**config.mk**
```make
export PLATFORM = sky130hd
export DESIGN_NAME = tpg_top
export DESIGN_NICKNAME = d
export VERILOG_FILES = /design/src/shared/tpg_pkg.sv /design/src/logic/tpg_stat_grp.sv /design/src/logic/tpg_top.sv
export SDC_FILE = /design/constraint.sdc
export NUM_CORES = 1
export LEC_CHECK = 0
export BUFFER_PORTS_ARGS = -buffer_cell sky130_fd_sc_hd__buf_2
export CAP_MARGIN = 10
export CORE_MARGIN = 2
export CORE_UTILIZATION = 30
export DETAILED_ROUTE_END_ITERATION = 8
export SLEW_MARGIN = 40
export SYNTH_ARGS = -nofsm -noshare
export SYNTH_HDL_FRONTEND = slang
export SYNTH_HIERARCHICAL = 1
export SYNTH_SLANG_ARGS = --single-unit
```
**constraint.sdc**
```tcl
create_clock -name core_clk -period 8 [get_ports core_clk]
set_clock_uncertainty 0.2 [all_clocks]
set_input_delay 1.6 -clock core_clk [delete_from_list [all_inputs] [get_ports core_clk]]
set_output_delay 1.6 -clock core_clk [all_outputs]
set_load 0.05 [all_outputs]
```
**src/shared/tpg_pkg.sv**
```systemverilog
// shared constants and types of the test packet generator block
package tpg_pkg;
  localparam int ADDR_W = 10;
  localparam int DEF_PKT_LEN = 64;
  localparam logic [9:0] OFS_CFG = 10'h123;
  localparam logic [9:0] OFS_PAT_LO = 10'h124;
  localparam logic [9:0] OFS_PAT_MID = 10'h125;
  localparam logic [9:0] OFS_PAT_HI = 10'h126;
  localparam logic [9:0] OFS_DA_LO = 10'h127;
  localparam logic [9:0] OFS_DA_MID = 10'h128;
  localparam logic [9:0] OFS_DA_HI = 10'h129;
  localparam logic [9:0] OFS_CRC = 10'h12a;
  localparam logic [9:0] OFS_TX_LO = 10'h12b;
  localparam logic [9:0] OFS_TX_HI = 10'h12c;
  localparam logic [9:0] OFS_TX_ERR = 10'h12d;
  localparam logic [9:0] OFS_RX_LO = 10'h12e;
  localparam logic [9:0] OFS_RX_HI = 10'h12f;
  localparam logic [9:0] OFS_RX_ERR = 10'h130;
  localparam logic [9:0] OFS_IRQ_ST = 10'h131;
  localparam logic [9:0] OFS_IRQ_CLR = 10'h132;
  localparam logic [9:0] OFS_IRQ_EN = 10'h133;
  localparam logic [9:0] OFS_GEN_CTL = 10'h134;
  localparam logic [15:0] RST_VAL = 16'h0000;
  localparam logic [1:0] MODE_INC = 2'h0;
  localparam logic [1:0] MODE_FIX = 2'h1;
  localparam logic [2:0] MAX_VLD = 3'h6;
  localparam logic [2:0] CNT_CONT = 3'h7;
  localparam int CRC_TX_BIT = 0;
  localparam int CRC_RX_BIT = 1;
  localparam int IRQ_TX_CRC = 0;
  localparam int IRQ_RX_CRC = 1;
  localparam int IRQ_DONE = 2;
  localparam int CTL_START = 0;
  localparam int CTL_STOP = 1;
  localparam int ST_BUSY = 0;
  localparam int ST_DONE = 1;
  localparam logic [2:0] DA_BYTES = 3'h6;
  localparam logic [15:0] LFSR_SEED = 16'hace1;

  typedef struct packed {
    logic [7:0] fix_byte;
    logic [1:0] mode;
    logic [2:0] vld_bytes;
    logic [2:0] pkt_code;
  } tpg_cfg_t;

  typedef struct packed {
    logic [ADDR_W-1:0] addr;
    logic [15:0] wdata;
    logic wr;
    logic rd;
  } tpg_req_t;

  typedef struct packed {
    logic eop;
    logic crc_err;
  } tpg_rep_t;

  typedef struct packed {
    logic valid;
    logic sof;
    logic [7:0] data;
  } tpg_rxb_t;

  typedef enum {G_IDLE, G_SEND, G_WAIT} tpg_gen_st_t;
  typedef enum {RS_NONE, RS_LOW, RS_HIGH} tpg_rd_seq_t;

  // packets requested by a count code; the top code never ends
  function automatic logic [19:0] pkt_target(input logic [2:0] code);
    case (code)
      3'h0: return 20'h00001;
      3'h1: return 20'h0000a;
      3'h2: return 20'h00064;
      3'h3: return 20'h003e8;
      3'h4: return 20'h02710;
      3'h5: return 20'h186a0;
      default: return 20'hf4240;
    endcase
  endfunction
endpackage

```
**src/logic/tpg_stat_grp.sv**
```systemverilog
// packet and error counter pair cleared by an ordered read
module tpg_stat_grp
  import tpg_pkg::*;
(
  // clock and reset
  input wire logic core_clk,
  input wire logic resetn,
  // events
  input wire logic pkt_evt,
  input wire logic err_evt,
  // read strobes
  input wire logic rd_low,
  input wire logic rd_high,
  input wire logic rd_err,
  // counts
  output logic [31:0] pkt_cnt,
  output logic [15:0] err_cnt
);
  tpg_rd_seq_t seq;
  logic clr;

  // clear only after low, high, then error word
  assign clr = rd_err && seq == RS_HIGH;

  always_ff @(posedge core_clk or negedge resetn) begin
    if (!resetn) begin
      seq <= RS_NONE;
    end else begin
      case (seq)
        RS_NONE: if (rd_low) seq <= RS_LOW;
        RS_LOW: begin
          if (rd_high) seq <= RS_HIGH;
          else if (rd_err) seq <= RS_NONE;
        end
        RS_HIGH: begin
          if (rd_low) seq <= RS_LOW;
          else if (rd_high || rd_err) seq <= RS_NONE;
        end
        default: seq <= RS_NONE;
      endcase
    end
  end

  // an event in the clearing cycle is kept
  always_ff @(posedge core_clk or negedge resetn) begin
    if (!resetn) begin
      pkt_cnt <= 32'h0;
    end else if (clr) begin
      pkt_cnt <= {31'h0, pkt_evt};
    end else if (pkt_evt) begin
      pkt_cnt <= pkt_cnt + 32'h1;
    end
  end

  always_ff @(posedge core_clk or negedge resetn) begin
    if (!resetn) begin
      err_cnt <= 16'h0;
    end else if (clr) begin
      err_cnt <= {15'h0, err_evt};
    end else if (err_evt) begin
      err_cnt <= err_cnt + 16'h1;
    end
  end
endmodule // tpg_stat_grp

```
**src/logic/tpg_top.sv**
```systemverilog
// test packet generator, address match, crc flags and statistics
module tpg_top
  import tpg_pkg::*;
#(
  parameter int PKT_LEN = DEF_PKT_LEN
)
(
  // clock and reset
  input wire logic core_clk,
  input wire logic resetn,
  // register port
  input wire tpg_req_t reg_req,
  output logic [15:0] reg_rdata,
  // generated byte stream
  output logic [7:0] gen_data,
  output logic gen_valid,
  output logic gen_last,
  input wire logic gen_ready,
  // transmit and receive packet reports
  input wire tpg_rep_t tx_rep,
  input wire tpg_rep_t rx_rep,
  // received bytes
  input wire tpg_rxb_t rx_in,
  // results
  output logic da_match,
  output logic irq
);
  localparam int IDXW = $clog2(PKT_LEN);
  localparam logic [IDXW-1:0] LAST_IDX = IDXW'(PKT_LEN - 1);

  tpg_cfg_t cfg;
  logic [47:0] pat;
  logic [47:0] da_ref;
  logic [47:0] da_sh;
  logic [47:0] next_da;
  logic [47:0] pat_sh;
  logic [2:0] da_idx;
  logic [1:0] crc_flags;
  logic [2:0] irq_st;
  logic [2:0] irq_en;
  logic [2:0] irq_clr;
  logic [2:0] irq_ev;
  tpg_gen_st_t state;
  logic [IDXW-1:0] byte_idx;
  logic [19:0] sent;
  logic [19:0] next_sent;
  logic [15:0] lfsr;
  logic [7:0] next_byte;
  logic [2:0] vld_eff;
  logic done;
  logic stop_req;
  logic take;
  logic emit;
  logic in_pat;
  logic fin;
  logic start_wr;
  logic stop_wr;
  logic [31:0] tx_cnt;
  logic [15:0] tx_err;
  logic [31:0] rx_cnt;
  logic [15:0] rx_err;

  function automatic logic wr_at(input tpg_req_t q, input logic [9:0] a);
    return q.wr && q.addr == a;
  endfunction

  function automatic logic rd_at(input tpg_req_t q, input logic [9:0] a);
    return q.rd && q.addr == a;
  endfunction

  // software writable configuration
  always_ff @(posedge core_clk or negedge resetn) begin
    if (!resetn) begin
      cfg <= tpg_cfg_t'(RST_VAL);
      pat <= {3{RST_VAL}};
      da_ref <= {3{RST_VAL}};
      irq_en <= 3'h0;
    end else if (reg_req.wr) begin
      case (reg_req.addr)
        OFS_CFG: cfg <= tpg_cfg_t'(reg_req.wdata);
        OFS_PAT_LO: pat[15:0] <= reg_req.wdata;
        OFS_PAT_MID: pat[31:16] <= reg_req.wdata;
        OFS_PAT_HI: pat[47:32] <= reg_req.wdata;
        OFS_DA_LO: da_ref[15:0] <= reg_req.wdata;
        OFS_DA_MID: da_ref[31:16] <= reg_req.wdata;
        OFS_DA_HI: da_ref[47:32] <= reg_req.wdata;
        OFS_IRQ_EN: irq_en <= reg_req.wdata[2:0];
        default: ;
      endcase
    end
  end

  assign start_wr = wr_at(reg_req, OFS_GEN_CTL) && reg_req.wdata[CTL_START];
  assign stop_wr = wr_at(reg_req, OFS_GEN_CTL) && reg_req.wdata[CTL_STOP];
  assign irq_clr = wr_at(reg_req, OFS_IRQ_CLR) ? reg_req.wdata[2:0] : 3'h0;

  // payload byte selection
  assign vld_eff = (cfg.vld_bytes > MAX_VLD) ? MAX_VLD : cfg.vld_bytes;
  assign in_pat = byte_idx < IDXW'(vld_eff);
  assign pat_sh = pat << {byte_idx[2:0], 3'h0};
  assign take = !gen_valid || gen_ready;
  assign emit = state == G_SEND && take;

  always_comb begin
    next_byte = cfg.fix_byte;
    if (in_pat) begin
      next_byte = pat_sh[47:40];
    end else if (cfg.mode[1]) begin
      next_byte = lfsr[7:0];
    end else if (cfg.mode == MODE_INC) begin
      next_byte = 8'(byte_idx);
    end
  end

  // packet count bookkeeping
  assign next_sent = sent + 20'h1;
  assign fin = state == G_WAIT && tx_rep.eop && cfg.pkt_code != CNT_CONT
    && next_sent == pkt_target(cfg.pkt_code);

  // generator sequencing
  always_ff @(posedge core_clk or negedge resetn) begin
    if (!resetn) begin
      state <= G_IDLE;
      byte_idx <= '0;
      sent <= 20'h0;
    end else begin
      case (state)
        G_IDLE: begin
          if (start_wr) begin
            state <= G_SEND;
            byte_idx <= '0;
            sent <= 20'h0;
          end
        end
        G_SEND: begin
          if (take) begin
            byte_idx <= byte_idx + IDXW'(1);
            if (byte_idx == LAST_IDX) state <= G_WAIT;
          end
        end
        G_WAIT: begin
          if (tx_rep.eop) begin
            byte_idx <= '0;
            sent <= next_sent;
            if (fin || stop_req) state <= G_IDLE;
            else state <= G_SEND;
          end
        end
        default: state <= G_IDLE;
      endcase
    end
  end

  // completion flag holds until the next start
  always_ff @(posedge core_clk or negedge resetn) begin
    if (!resetn) begin
      done <= 1'b0;
    end else if (fin) begin
      done <= 1'b1;
    end else if (start_wr && state == G_IDLE) begin
      done <= 1'b0;
    end
  end

  // stop takes effect at the next packet boundary
  always_ff @(posedge core_clk or negedge resetn) begin
    if (!resetn) begin
      stop_req <= 1'b0;
    end else if (state == G_IDLE) begin
      stop_req <= 1'b0;
    end else if (stop_wr) begin
      stop_req <= 1'b1;
    end
  end

  // pseudo-random source, one step per random byte
  always_ff @(posedge core_clk or negedge resetn) begin
    if (!resetn) begin
      lfsr <= LFSR_SEED;
    end else if (emit && !in_pat && cfg.mode[1]) begin
      lfsr <= {lfsr[14:0], lfsr[15] ^ lfsr[13] ^ lfsr[12] ^ lfsr[10]};
    end
  end

  // registered byte stream output
  always_ff @(posedge core_clk or negedge resetn) begin
    if (!resetn) begin
      gen_valid <= 1'b0;
      gen_data <= 8'h0;
      gen_last <= 1'b0;
    end else if (emit) begin
      gen_valid <= 1'b1;
      gen_data <= next_byte;
      gen_last <= byte_idx == LAST_IDX;
    end else if (gen_ready) begin
      gen_valid <= 1'b0;
      gen_last <= 1'b0;
    end
  end

  // destination address capture and compare, first byte highest
  assign next_da = {da_sh[39:0], rx_in.data};

  always_ff @(posedge core_clk or negedge resetn) begin
    if (!resetn) begin
      da_sh <= 48'h0;
      da_idx <= 3'h0;
      da_match <= 1'b0;
    end else if (rx_in.valid) begin
      if (rx_in.sof) begin
        da_sh <= {40'h0, rx_in.data};
        da_idx <= 3'h1;
        da_match <= 1'b0;
      end else if (da_idx < DA_BYTES) begin
        da_sh <= next_da;
        da_idx <= da_idx + 3'h1;
        if (da_idx == DA_BYTES - 3'h1) begin
          da_match <= next_da == da_ref;
        end
      end
    end
  end

  // crc flags follow the last packet of each path
  always_ff @(posedge core_clk or negedge resetn) begin
    if (!resetn) begin
      crc_flags <= 2'h0;
    end else begin
      if (tx_rep.eop) crc_flags[CRC_TX_BIT] <= tx_rep.crc_err;
      if (rx_rep.eop) crc_flags[CRC_RX_BIT] <= rx_rep.crc_err;
    end
  end

  // sticky interrupt status, set wins over clear
  assign irq_ev[IRQ_TX_CRC] = tx_rep.eop && tx_rep.crc_err;
  assign irq_ev[IRQ_RX_CRC] = rx_rep.eop && rx_rep.crc_err;
  assign irq_ev[IRQ_DONE] = fin;

  always_ff @(posedge core_clk or negedge resetn) begin
    if (!resetn) begin
      irq_st <= 3'h0;
    end else begin
      irq_st <= (irq_st & ~irq_clr) | irq_ev;
    end
  end

  always_ff @(posedge core_clk or negedge resetn) begin
    if (!resetn) begin
      irq <= 1'b0;
    end else begin
      irq <= |(irq_st & irq_en);
    end
  end

  // statistic counter groups
  tpg_stat_grp u_tx_stat (
    .core_clk(core_clk),
    .resetn(resetn),
    .pkt_evt(tx_rep.eop),
    .err_evt(irq_ev[IRQ_TX_CRC]),
    .rd_low(rd_at(reg_req, OFS_TX_LO)),
    .rd_high(rd_at(reg_req, OFS_TX_HI)),
    .rd_err(rd_at(reg_req, OFS_TX_ERR)),
    .pkt_cnt(tx_cnt),
    .err_cnt(tx_err)
  );

  tpg_stat_grp u_rx_stat (
    .core_clk(core_clk),
    .resetn(resetn),
    .pkt_evt(rx_rep.eop),
    .err_evt(irq_ev[IRQ_RX_CRC]),
    .rd_low(rd_at(reg_req, OFS_RX_LO)),
    .rd_high(rd_at(reg_req, OFS_RX_HI)),
    .rd_err(rd_at(reg_req, OFS_RX_ERR)),
    .pkt_cnt(rx_cnt),
    .err_cnt(rx_err)
  );

  // read data stand one cycle after the strobe
  always_ff @(posedge core_clk or negedge resetn) begin
    if (!resetn) begin
      reg_rdata <= RST_VAL;
    end else if (reg_req.rd) begin
      case (reg_req.addr)
        OFS_CFG: reg_rdata <= cfg;
        OFS_PAT_LO: reg_rdata <= pat[15:0];
        OFS_PAT_MID: reg_rdata <= pat[31:16];
        OFS_PAT_HI: reg_rdata <= pat[47:32];
        OFS_DA_LO: reg_rdata <= da_ref[15:0];
        OFS_DA_MID: reg_rdata <= da_ref[31:16];
        OFS_DA_HI: reg_rdata <= da_ref[47:32];
        OFS_CRC: reg_rdata <= {14'h0, crc_flags};
        OFS_TX_LO: reg_rdata <= tx_cnt[15:0];
        OFS_TX_HI: reg_rdata <= tx_cnt[31:16];
        OFS_TX_ERR: reg_rdata <= tx_err;
        OFS_RX_LO: reg_rdata <= rx_cnt[15:0];
        OFS_RX_HI: reg_rdata <= rx_cnt[31:16];
        OFS_RX_ERR: reg_rdata <= rx_err;
        OFS_IRQ_ST: reg_rdata <= {13'h0, irq_st};
        OFS_IRQ_EN: reg_rdata <= {13'h0, irq_en};
        OFS_GEN_CTL: reg_rdata <= {14'h0, done, state != G_IDLE};
        default: reg_rdata <= RST_VAL;
      endcase
    end else begin
      reg_rdata <= RST_VAL;
    end
  end
endmodule // tpg_top

```
# Yosys cells after proc, flatten, opt, wreduce, memory -nomap -nowiden
# Cells that the tools add are included.
dict set report op_classes {
  add_sub_neg 7
  magnitude_cmp 3
  n_eq_ne 48
  shift 1
  n_mux 55
  bitwise 7
  reduce_logical 61
}
# operator count
set op_table {}
lappend op_table {{$mux 32} 18}
lappend op_table {{$pmux 32 s3} 3}
lappend op_table {{$pmux 16 s17} 1}
lappend op_table {{$eq 10x9->1 const B} 18}
lappend op_table {{$eq 32x2->1 const B} 4}
lappend op_table {{$logic_not 32->1} 4}
lappend op_table {{$pmux 20 s6} 1}
lappend op_table {{$eq 32x1->1 const B} 3}
lappend op_table {{$eq 32x3->1 const B} 3}
lappend op_table {{$mux 16} 5}
lappend op_table {{$mux 40} 2}
lappend op_table {{$add 32x1->32 const B} 2}
lappend op_table {{$eq 48x48->1} 1}
lappend op_table {{$shl 48x6->48} 1}
lappend op_table {{$mux 20} 2}
lappend op_table {{$pmux 20 s2} 1}
lappend op_table {{$add 16x1->16 const B} 2}
lappend op_table {{$reduce_bool 32->1} 1}
lappend op_table {{$mux 8} 3}
lappend op_table {{$logic_and 1x1->1} 21}
lappend op_table {{$add 20x1->20 const B} 1}
lappend op_table {{$eq 20x20->1} 1}
lappend op_table {{$reduce_bool 2->1} 10}
lappend op_table {{$mux 6} 3}
lappend op_table {{other kinds (29)} 71}
dict set report totals {
  reg_bits 427
  elab_cells 216
}

# Depth between registers and ports, before layout
# Gate-level depths: netlist of run 1.
dict set report logic_depth {
  ltp_word 8
  depth_mapped 11
  ltp_nobuf 8
}

# Hierarchy
# The synthesis of run 1 kept the hierarchy.
# mod instances cells_per_inst area_per_inst_um2 seq_area_each_um2
set modules_own_cells {}
lappend modules_own_cells {tpg_top 1 1195 12562.0 5940.7}
lappend modules_own_cells {tpg_stat_grp 2 269 2606.2 1251.2}

# Worst setup path after synthesis of run 1
# OpenSTA, ideal clock, no wires.
dict set report synth_timing {
  path_kind {input -> register}
  startpoint {input port reg_req[26] (netlist name)}
  endpoint {register u_rx_stat.pkt_cnt[2]}
  setup_time_ns 0.132
  t_arrival_ns 3.778
  setup_slack_ns 3.890
  stages 10
  path_buffers 4
  path_cell_list {nor2b_4 -> or3b_1 -> buf_2 -> nor2_1 -> buf_2 -> and2_1 -> and3b_1 -> clkbuf_1 -> clkbuf_1 -> nor2_1}
}
dict set report synth_via {
  elab_chain_len 4
  word_cells_on_any_way 5
  cone_classes {1 x eq/ne; 1 x mux; 3 x reduce/logical}
}
# element line
set synth_lines {}
lappend synth_lines {{start, declared} tpg_top.sv:12} ;# input wire tpg_req_t reg_req,
lappend synth_lines {{$eq 10x9->1 *} tpg_top.sv:68} ;# return q.rd && q.addr == a;
lappend synth_lines {{$logic_and 1x1->1 *} tpg_top.sv:68}
lappend synth_lines {{$logic_and 1x1->1 *} tpg_stat_grp.sv:23} ;# assign clr = rd_err && seq == RS_HIGH;
lappend synth_lines {{$mux 32 / $reduce_bool 2->1 (equally long branches)} -}
lappend synth_lines {{end signal, assigned} tpg_stat_grp.sv:49} ;# pkt_cnt <= {31'h0, pkt_evt};
lappend synth_lines {{end signal, assigned} tpg_stat_grp.sv:51} ;# pkt_cnt <= pkt_cnt + 32'h1;
lappend synth_lines {{end, declared} tpg_stat_grp.sv:16} ;# output logic [31:0] pkt_cnt,
# Mark *: on every way between the ends. The rest lies on a longest branch, timed or not.
# A chain may end at the register's enable or synchronous reset.

# Worst setup path after layout of run 1
dict set report layout_timing {
  startpoint {input port reg_req[27] (netlist name)}
  endpoint {register u_rx_stat.err_cnt[4]}
}
dict set report layout_via {
  elab_chain_len 4
  word_cells_on_any_way 5
  cone_classes {1 x eq/ne; 1 x mux; 3 x reduce/logical}
}
# element line
set layout_lines {}
lappend layout_lines {{$eq 10x9->1 *} tpg_top.sv:68}
lappend layout_lines {{$logic_and 1x1->1 *} tpg_top.sv:68}
lappend layout_lines {{$logic_and 1x1->1 *} tpg_stat_grp.sv:23}
lappend layout_lines {{$mux 16 / $reduce_bool 2->1 (equally long branches)} -}
lappend layout_lines {{end signal, assigned} tpg_stat_grp.sv:59} ;# err_cnt <= {15'h0, err_evt};
lappend layout_lines {{end signal, assigned} tpg_stat_grp.sv:61} ;# err_cnt <= err_cnt + 16'h1;
lappend layout_lines {{end, declared} tpg_stat_grp.sv:17} ;# output logic [15:0] err_cnt
# Marks and branches as above.

==> key figures, run 1 <==
Clock tree
  • Clk sinks: 337
  • H-tree depth: 2
  • Worst-Skew Late Latency: 580 ps
  • Post-CTS Setup Bufs: 0
  • Hold_buf cts: 0
  • Max clock buf depth: 3
  • Worst-path clk slew: 60 ps
  • CTS tree: built
  • Root buf cell: clkbuf_16
  • CTS resizes: 0
  • CTS Buf Count: 38

Logic synthesis
  • Async set-reset flop share out of synthesis: 1.00
  • Main combinational cell family by area after synthesis: simple AND/OR/NAND/NOR gates
  • Seq/Total Area, Yosys: 0.475
  • Top cells by area, synth: dfrtp_1, mux2_2, nand2_1
  • Synth Area per Inst: 10.3 sq um
  • Simple-Gate Fraction of Synth Area: 0.187
  • Synthesis Warnings: 6
  • Number of synthesized flops with an enable pin: 0
  • Synth Area in Compound Gates: 0.144
  • Post-Syn Instances: 1733
  • Top cell type's share of synthesized area: 0.463
  • XOR/XNOR share of the synthesized area: 0.0520
  • Top cell type by total area after synthesis: dfrtp_1
  • Synth Area in Adders: 0.00704
  • Post-Synthesis Net Count: 1788
  • Synth top cells by count: dfrtp_1, nand2_1, o21ai_0
  • Seq cells post-synth: 337
  • Post-synthesis mux area share: 0.0999
  • Netlist Area Pre-Place: 17800 sq um
  • Distinct cells, synth: 84
  • Top-count cell post-synth: dfrtp_1
  • Ys flop type: dfrtp_1

GRT
  • Largest net degree at the start of global routing: 104
  • Global-route wire length before repair: 87700 um
  • Initial antenna violation count: 8
  • GRT Total Usage: 0.188
  • Number of global-route vias before repair: 14000
  • Aggregate global routing overflow: 0

Pwr
  • Combinational share of power: 0.130
  • Design Power: 0.00440 W
  • Internal power: 0.00311 W
  • Leakage: 8.51 nW
  • Sw Share: 0.294
  • Clk pwr share: 0.411
  • PD cells: 218 nW/um^2
  • Switching pwr: 0.00129 W
  • Reg power frac: 0.458
  • Maximum vdd ir drop: 0.160 mV

Die
  • DIE AREA: 61200 sq um
  • Core area: 58800 sq um
  • I/O pin cnt: 73
  • Die width: 247 um
  • Initial Util: 0.302
  • Rows: 89
  • Chip Height: 247 um

Cells and area
  • Area delta synth->final: 13.6%
  • Layout cell share with drive strength beyond 1: 0.183
  • Final layout net count: 1829

STA
  • Total Neg Setup Slack: 0 ps
  • Final hold violations: 0
  • Final worst slack: 3890 ps
  • Final Max Tran Viols: 0
  • RSZ-0062 raised after global routing: no
  • Worst slew pin tran: 852 ps
  • Final setup viols: 0
  • Slew headroom: 0.432
  • Final worst-path cycle share: 0.514
  • Hold slack: 274 ps
  • Minimum period implied by the final worst setup slack: 4110 ps
  • Highest clock rate: 0.243 GHz

Detailed routing
  • Total Wirelength: 57700 um
  • Post-route antenna net violation count: 0
  • Post-DR vias/cell: 5.60
  • Via Count: 14500
  • Routed length per placed instance: 22.4 um
  • Drc violations: 2
  • DRT iter0 DRCs: 1614
  • 1st-pass router iterations: 9

Critical path
  • Crit-path max FO: 32
  • Worst r2r src: sent[4]$_DFFE_PN0P_
  • Crit. End Element: register
  • Crit path arrival time: 4340 ps
  • Critical Path Start Type: input port
  • WS Path Type: input port to register
  • Setup crit start: reg_req[27]
  • Worst EP required: 8230 ps

Run status
  • Failing checks: design-rule violations
  • Status: finished with violations

Min path
  • Worst min path class: register to register
  • Hold_sp: gen_data[3]$_DFFE_PN0P_

Run
  • MaxCap Viol Count: 0

Placed design
  • Dpl ws: 3410 ps
  • Gpl congestion: 0.966
  • Dpl hpwl: 41700 um
  • Port Buffers: 72
[power groups by stage]
| stage | sequential [W] | combinational (W) | clock, W |
|---|---|---|---|
| 3_5_place_dp | 0.00204 | 0.000573 | 0 |
| 4_1_cts | 0.00201 | 0.000577 | 0.00185 |
| 6_report | 0.00202 | 0.000574 | 0.00181 |
| 3_3_place_gp | 0.00204 | 0.000558 | 0 |
| 5_1_grt | 0.00203 | 0.000645 | 0.00192 |
| 2_1_floorplan | 0.00202 | 0.000350 | 0 |
[cell usage in the layout (no fill, tap or decap), types with 9 or more instances in the layout]
cell type,count
a21oi_1,57
a221oi_1,10
a222oi_1,17
a22o_1,13
a22oi_1,63
a31oi_1,18
and2_1,9
and3_1,23
and4_1,29
buf_2,71
buf_4,14
clkbuf_16,38
dfrtp_1,329
ha_1,10
inv_1,55
mux2_2,115
mux2i_1,30
nand2_1,172
nand2b_1,32
nand3_1,47
nand4_1,34
nor2_1,94
nor3_1,15
nor4_1,22
o21ai_0,121
o22ai_1,15
o31ai_1,36
or3_1,20
or4_1,28
xnor2_1,61
xor2_1,42
[sequential cells by signal (all words and copies together), names as in the netlist, 20 cells and up]
signal / flops
sent: 20
u_rx_stat/pkt_cnt: 32
da_sh: 40
pat: 48
u_tx_stat/pkt_cnt: 32
da_ref: 48
[layout make-up]
class	count	area [sq um]
tap	773	967
fill	5999	38600
clock buffer	51	1060
multi-input combinational	1251	8730
timing repair buffer	91	567
clock inverter	16	208
inverter	55	206
sequential	337	8440
antenna	6	15.0
[metrics by stage]
stage / cells / cell area (sq um) / util
detailed placement: 2505 / 18900 / 0.321
finish: 2580 / 20200 / 0.343
global route: 2574 / 20200 / 0.343
global placement: 2503 / 18800 / 0.320
CTS: 2572 / 20100 / 0.343
floorplan: 1733 / 17800 / -
[worst paths after layout]
path / cells past startpoint / endpoint / slack, ps
min: 2 / gen_data[3]$_DFFE_PN0P_ / 270
min reg2reg: 2 / gen_data[3]$_DFFE_PN0P_ / 270
max: 9 / u_rx_stat/err_cnt[4]$_DFFE_PN0P_ / 3890
max in group asynchronous: 3 / pat[20]$_DFFE_PN0P_ / 5580
min in group asynchronous: 1 / sent[4]$_DFFE_PN0P_ / 680
max reg2reg: 7 / state[0]$_DFFE_PN0P_ / 4570
[logic make-up after synthesis]
group | Yosys count
DFF | 337
adders and majority gates | 10
AOI/OAI and AO/OA | 389
buffers and inverters | 145
xor gates and xnor gates | 104
and+or+nand+nor | 595
muxes | 153
[critical path, stage by stage]
cell,delay [ps]
buf_2,110
nor2b_4,180
or3b_1,570
nor2_1,190
buf_4,300
and2_1,230
and3b_1,540
buf_4,470
nor2_1,100
[per-layer routing]
metal | up-vias | share of wire | GRT usage
met3 | 122 | 0.098 | 0.0603
met4 | 14 | 0.031 | 0.0613
li1 | 6486 | - | -
met5 | - | 0.0013 | 0
met2 | 579 | 0.44 | 0.286
met1 | 7258 | 0.43 | 0.253
Power figures use the tool's default switching activity.
==> inputs of run 2 (changes only) <==
--- a/config.mk
+++ b/config.mk
@@ -5,6 +5,7 @@
 export SDC_FILE = /design/constraint.sdc
 export NUM_CORES = 1
 export LEC_CHECK = 0
+export ABC_AREA = 1
 export BUFFER_PORTS_ARGS = -buffer_cell sky130_fd_sc_hd__buf_2
 export CAP_MARGIN = 10
 export CORE_MARGIN = 2
==> constraint.sdc (replaced) <==
create_clock -name core_clk -period 4.1 [get_ports core_clk]
set_clock_uncertainty 0.2 [all_clocks]
set_input_delay 0.82 -clock core_clk [delete_from_list [all_inputs] [get_ports core_clk]]
set_output_delay 0.82 -clock core_clk [all_outputs]
set_load 0.05 [all_outputs]
==> key figures, run 2 <==
Detailed routing
  • 1st-pass router iterations: 6 (-3)
  • Via Count: 17300 (+20%)
  • Routed length per placed instance: 19.2 um (-14%)
  • Post-route antenna net violation count: 0 (unchanged)
  • Metal2 WL: 28800 um (+13%)
  • Routed met1 length: 28600 um (+16%)
  • Top Metal Used: met5
  • Met3 wire len: 5000 um (-11%)
  • DRT iter0 DRCs: 1978 (+23%)
  • Drc violations: 0 (-2)
  • Total Wirelength: 64700 um (+12%)
  • Post-DR vias/cell: 5.13 (-8.5%)

STA
  • Minimum period implied by the final worst setup slack: 2700 ps
  • Final hold violations: 0 (unchanged)
  • Final worst-path cycle share: 0.660
  • Final Max Tran Viols: 0 (unchanged)
  • Final setup viols: 0 (unchanged)
  • Total Neg Setup Slack: 0 ps (unchanged)
  • RSZ-0062 raised after global routing: no
  • Highest clock rate: 0.370 GHz
  • Worst slew pin tran: 854 ps (+1.83 ps)
  • Slew headroom: 0.431 (-0.000610)

Placed design
  • Gpl congestion: 0.999 (+3.3%)
  • Dpl hpwl: 49000 um (+17%)
  • Port Buffers: 72 (unchanged)
  • Placed cells: 3302 (+32%)

Die
  • Chip Height: 252 um (+1.7%)
  • I/O pin cnt: 73 (unchanged)
  • Initial Util: 0.304 (+0.00165)
  • Die width: 252 um (+1.7%)
  • DIE AREA: 63300 sq um (+3.4%)
  • Core area: 60500 sq um (+2.8%)
  • Rows: 90 (+1.1%)

Pwr
  • Internal power: 0.00626 W (+100%)
  • Clk pwr share: 0.385 (-0.026)
  • Leakage: 9.94 nW (+17%)
  • Sw Share: 0.326 (+0.0322)
  • Switching pwr: 0.00302 W (+130%)
  • Reg power frac: 0.438 (-0.020)
  • Maximum vdd ir drop: 0.252 mV (+57%)
  • Combinational share of power: 0.177 (+0.047)
  • PD cells: 445 nW/um^2 (+100%)

Logic synthesis
  • Synth Area in Compound Gates: 0.144 (+0.000233)
  • Simple-Gate Fraction of Synth Area: 0.301 (+0.114)
  • Seq cells post-synth: 337 (unchanged)
  • Top-count cell post-synth: nand2_1
  • Distinct cells, synth: 49 (-42%)
  • Synth Area per Inst: 7.34 sq um (-28%)
  • Main combinational cell family by area after synthesis: simple AND/OR/NAND/NOR gates
  • Seq/Total Area, Yosys: 0.459 (-0.0157)
  • Top cell type by total area after synthesis: dfrtp_1
  • XOR/XNOR share of the synthesized area: 0.00905 (-0.0430)
  • Top cell type's share of synthesized area: 0.448 (-0.0153)
  • Synthesis Warnings: 6 (unchanged)
  • Post-Syn Instances: 2505 (+45%)
  • Synth Area in Adders: 0.00681 (-0.000232)
  • Ys flop type: dfrtp_1
  • Top cells by area, synth: dfrtp_1, nand2_1, o21ai_0
  • Synth top cells by count: nand2_1, dfrtp_1, nor2_1
  • Netlist Area Pre-Place: 18400 sq um (+3.4%)
  • Async set-reset flop share out of synthesis: 1.00 (unchanged)
  • Post-synthesis mux area share: 0 (-0.0999)
  • Number of synthesized flops with an enable pin: 0 (unchanged)
  • Post-Synthesis Net Count: 2560 (+43%)

Cells and area
  • Final layout net count: 2615 (+43%)
  • Largest registers: da_ref (48), pat (48), da_sh (40)
  • Final core utilization: 0.345 (+0.00171)
  • Diodes inserted: 0 (-6)
  • Layout cell share with drive strength beyond 1: 0.0946 (-0.0886)
  • Final Non-Filler Cells: 3371 (+31%)
  • Commonest cells after routing, fill and taps aside: nand2_1, dfrtp_1, nor2_1
  • Most common cell after layout, fill and taps aside: nand2_1
  • Fillcell total: 6402 (+6.7%)
  • Area delta synth->final: 13.5% (about the same)

Clock tree
  • Max clock buf depth: 3 (unchanged)
  • CTS tree: built
  • H-tree depth: 2 (unchanged)
  • Worst-path clk slew: 60 ps (about the same)
  • Clk sinks: 337 (unchanged)
  • Post-CTS Setup Bufs: 0 (unchanged)
  • CTS resizes: 0 (unchanged)
  • Hold_buf cts: 0 (unchanged)
  • Root buf cell: clkbuf_16
  • Worst-Skew Late Latency: 580 ps (about the same)
  • CTS Buf Count: 38 (unchanged)

Critical path
  • Slowest cell on crit path: dfrtp_1
  • R2R depth: 7 (unchanged)
  • Critical Path Max Stage Delay: 700 ps (+130 ps)
  • WS Path Type: register to register
  • R2r setup slk: 1400 ps (-3170 ps)
  • Crit path arrival time: 2940 ps (-1400 ps)
  • Crit. End Element: register
  • Worst r2r dst: lfsr[8]$_DFFE_PN0P_
  • Worst r2r src: byte_idx[1]$_DFFE_PN0P_
  • Worst EP required: 4340 ps (-3890 ps)
  • CP endpoint: lfsr[8]$_DFFE_PN0P_
  • Setup crit start: byte_idx[1]$_DFFE_PN0P_
  • Crit-path max FO: 32 (unchanged)
  • Critical Path Start Type: register
  • Crit-path cells: ha_1 -> a21boi_0 -> o21ai_1 -> nand2_2 -> nand3_2 -> nor2_1 -> a21oi_1

GRT
  • Global-route wire length before repair: 99200 um (+13%)
  • GRT Total Usage: 0.204 (+0.0153)
  • Initial antenna violation count: 1 (-7)
  • Number of global-route vias before repair: 16200 (+16%)
  • Largest net degree at the start of global routing: 79 (-24%)
  • Aggregate global routing overflow: 0 (unchanged)

Run status
  • Status: finished clean

Run
  • MaxCap Viol Count: 0 (unchanged)

Min path
  • Worst min path class: input port to asynchronous set/reset pin
-- run 2: cell count changes after synthesis, sizes merged, moves of 97 or more --
cell and change:
inv +238, mux2 -115, nand2 +536, nand3 +97, nor2 +233, o21ai +141
-- run 2: per-layer routing --
metal	GRT usage	vias to the layer above
li1	-	8282
met1	0.284	8222
met2	0.312	656
met3	0.0413	126
met4	0.0735	2
met5	0	-
-- run 2: area by class of cell --
class	count	area (sq um)	share of cell area
Inverter	295	1110	0.0531
Timing Repair Buffer	93	566	0.0271
Clock inverter	10	125	0.00600
Clock buffer	59	1160	0.0556
Multi-Input combinational cell	1795	8490	0.407
Sequential cell	337	8440	0.405
Tap cell	782	978	0.0469
-- run 2: worst min path at each step --
stage	end	cells after the start	slack (ps)
2_1_floorplan	byte_idx[2]$_DFFE_PN0P_	1	250
3_3_place_gp	da_ref[32]$_DFFE_PN0P_	2	270
3_5_place_dp	pat[42]$_DFFE_PN0P_	2	270
4_1_cts	irq_st[2]$_DFF_PN0_	1	80
5_1_grt	irq_en[2]$_DFFE_PN0P_	1	100
6_report	cfg[2]$_DFFE_PN0P_	1	80
-- run 2: cells by family after synthesis --
group           Yosys count
simple gates           1289
xor+xnor                 19
flops                   337
buf+inv                 373
fa+ha+maj                10
compound gates          477
-- run 2: worst max-delay path: cells and delay by family (launching register included) --
kind                       cells  cell delay, ps
and+or+nand+nor                3             870
DFF                            1             700
adders and majority gates      1             450
AOI/OAI and AO/OA              3             330
-- run 2: power groups by stage --
stage | registers, W | logic, W | clock network (W)
floorplan | 0.00408 | 0.00106 | 0
global placement | 0.00411 | 0.00163 | 0
detailed placement | 0.00411 | 0.00165 | 0
CTS | 0.00405 | 0.00165 | 0.00364
global route | 0.00410 | 0.00186 | 0.00377
finish | 0.00406 | 0.00165 | 0.00357
-- run 2: per-stage QoR --
step	area, sq um	hold WS (ps)	worst slack (ps)	total power (W)
5_1_grt	20900	105	1170	0.00973
3_3_place_gp	19600	265	707	0.00574
2_1_floorplan	18400	249	1670	0.00514
4_1_cts	20900	83.3	1230	0.00935
6_report	20900	79.0	1400	0.00928
3_5_place_dp	19600	273	634	0.00575
==> inputs of run 3 (changes only) <==
==> constraint.sdc (replaced) <==
create_clock -name core_clk -period 2.5 [get_ports core_clk]
set_clock_uncertainty 0.2 [all_clocks]
set_input_delay 0.5 -clock core_clk [delete_from_list [all_inputs] [get_ports core_clk]]
set_output_delay 0.5 -clock core_clk [all_outputs]
set_load 0.05 [all_outputs]
==> key figures, run 3 (synthesized netlist as in run 2, its figures left out) <==
Run status
  • Status: finished clean

Cells and area
  • Final non-filler cell area: 21400 sq um (+2.6%)
  • Diodes inserted: 0 (unchanged)
  • Most common cell after layout, fill and taps aside: nand2_1
  • Layout cell share with drive strength beyond 1: 0.110 (+0.0151)
  • Multi-input gate area: 8470 sq um (-0.18%)
  • Area delta synth->final: 16.5%
  • Final Non-Filler Cells: 3433 (+1.8%)
  • Largest registers: da_ref (48), pat (48), da_sh (40)
  • Final layout net count: 2675 (+2.3%)
  • Fillcell total: 6394 (-0.12%)
  • FF/Latch Area: 8440 sq um (unchanged)
  • Commonest cells after routing, fill and taps aside: nand2_1, dfrtp_1, nor2_1

Clock tree
  • H-tree depth: 2 (unchanged)
  • Root buf cell: clkbuf_16
  • Worst-Skew Late Latency: 570 ps (about the same)
  • Max clock buf depth: 3 (unchanged)
  • Clk sinks: 337 (unchanged)
  • CTS tree: built
  • CTS Buf Count: 39 (+2.6%)
  • Worst-path clk slew: 70 ps (about the same)

Critical path
  • Critical Path Start Type: register
  • Worst EP required: 2760 ps (-1580 ps)
  • Crit. End Element: register
  • Crit-path max FO: 4 (-88%)
  • Crit path arrival time: 2520 ps (-420 ps)
  • WS Path Type: register to register

Die
  • Chip Height: 252 um (unchanged)
  • Initial Util: 0.304 (unchanged)
  • Core area: 60500 sq um (unchanged)
  • Rows: 90 (unchanged)
  • DIE AREA: 63300 sq um (unchanged)
  • I/O pin cnt: 73 (unchanged)
  • Die width: 252 um (unchanged)

STA
  • Worst slew pin tran: 563 ps (-291 ps)
  • Highest clock rate: 0.442 GHz (+19%)
  • Slew headroom: 0.624 (+0.193)
  • Final setup viols: 0 (unchanged)
  • Final hold violations: 0 (unchanged)
  • Final worst-path cycle share: 0.906 (+0.246)
  • RSZ-0062 raised after global routing: no
  • Final worst slack: 235 ps (-1160 ps)
  • Hold slack: 62.2 ps (-16.7 ps)
  • Final Max Tran Viols: 0 (unchanged)
  • Total Neg Setup Slack: 0 ps (unchanged)
  • Minimum period implied by the final worst setup slack: 2260 ps (-440 ps)

Detailed routing
  • DRT iter0 DRCs: 1835 (-7.2%)
  • 1st-pass router iterations: 6 (unchanged)
  • Post-route antenna net violation count: 0 (unchanged)
  • Routed length per placed instance: 19.3 um (+0.46%)
  • Drc violations: 0 (unchanged)
  • Via Count: 17600 (+1.6%)
  • Post-DR vias/cell: 5.11 (-0.28%)
  • Total Wirelength: 66200 um (+2.3%)

Pwr
  • Leakage: 10.2 nW (+2.9%)
  • PD cells: 711 nW/um^2 (+60%)
  • Maximum vdd ir drop: 0.465 mV (+85%)

GRT
  • GRT Total Usage: 0.208 (+0.00416)
  • Largest net degree at the start of global routing: 66 (-16%)
  • Aggregate global routing overflow: 0 (unchanged)
  • Global-route wire length before repair: 101000 um (+1.7%)
  • Number of global-route vias before repair: 16500 (+1.7%)
  • Initial antenna violation count: 2 (+1)

Placed design
  • Placed cells: 3354 (+1.6%)
  • Dpl ws: 88.0 ps (-546 ps)
  • Dpl hpwl: 50300 um (+2.7%)
  • Port Buffers: 72 (unchanged)
  • Gpl congestion: 1.00 (+0.15%)
  • Area post-placement: 20100 sq um (+2.4%)

Min path
  • Worst min path class: input port to register

Run
  • MaxCap Viol Count: 0 (unchanged)
run 3: worst paths after layout:
check	startpoint	end	slack, ps	depth (start not counted)
worst min-delay path	tx_rep[0]	irq_st[0]$_DFF_PN0_	60	3
min in group asynchronous	resetn	u_tx_stat/pkt_cnt[22]$_DFFE_PN0P_	230	2
worst max register to register	sent[1]$_DFFE_PN0P_	state[0]$_DFFE_PN0P_	240	14
max in group asynchronous	resetn	lfsr[5]$_DFFE_PN1P_	1100	3
worst max-delay path	sent[1]$_DFFE_PN0P_	state[0]$_DFFE_PN0P_	240	14
worst min register to register	da_match$_DFFE_PN0P_	da_match$_DFFE_PN0P_	280	2
run 3: per-stage QoR:
| step | utilization | total power (W) |
|---|---|---|
| finish | 0.354 | 0.0152 |
| global route | 0.354 | 0.0160 |
| CTS | 0.354 | 0.0154 |
| detailed placement | 0.332 | 0.00952 |
| global placement | 0.332 | 0.00949 |
| floorplan | - | 0.00843 |
run 3: repair_timing:
action	in CTS	in global routing
setup endpoints to repair	0	1
setup buffers	0	0
endpoints found under the hold margin	45	0
resized for setup	0	1
hold buffers	7	0
run 3: final cells by class:
cell class                 count  area share
clock buffer                  58      0.0537
clock inverter                14     0.00590
inverter                     295      0.0517
multi-input combinational   1795       0.396
sequential                   337       0.394
tap                          782      0.0457
timing repair buffer         152      0.0526
run 3: where the power goes:
part | internal [W] | total [W] | switching, W
logic | 0.000901 | 0.00280 | 0.00190
registers | 0.00599 | 0.00665 | 0.000666
clock network | 0.00332 | 0.00576 | 0.00245
run 3: routing by layer:
metal	vias up	track usage	share of wire
met2	664	0.329	0.45
met3	139	0.0385	0.074
met1	8345	0.282	0.43
met5	-	0	0
li1	8409	-	-
met4	0	0.0781	0.038
run 3: critical path, cell delays in order (launching register included):
cell and delay, ps:
dfrtp_1 390, ha_1 220, nand2_1 100, nor2_4 130, nand3_1 170, o21ai_0 190, nand2_1 110, inv_1 60
nand2_1 50, nand2_1 70, nand2_1 50, nor2_1 80, nand2_1 150, nand2_1 100, a21oi_1 60
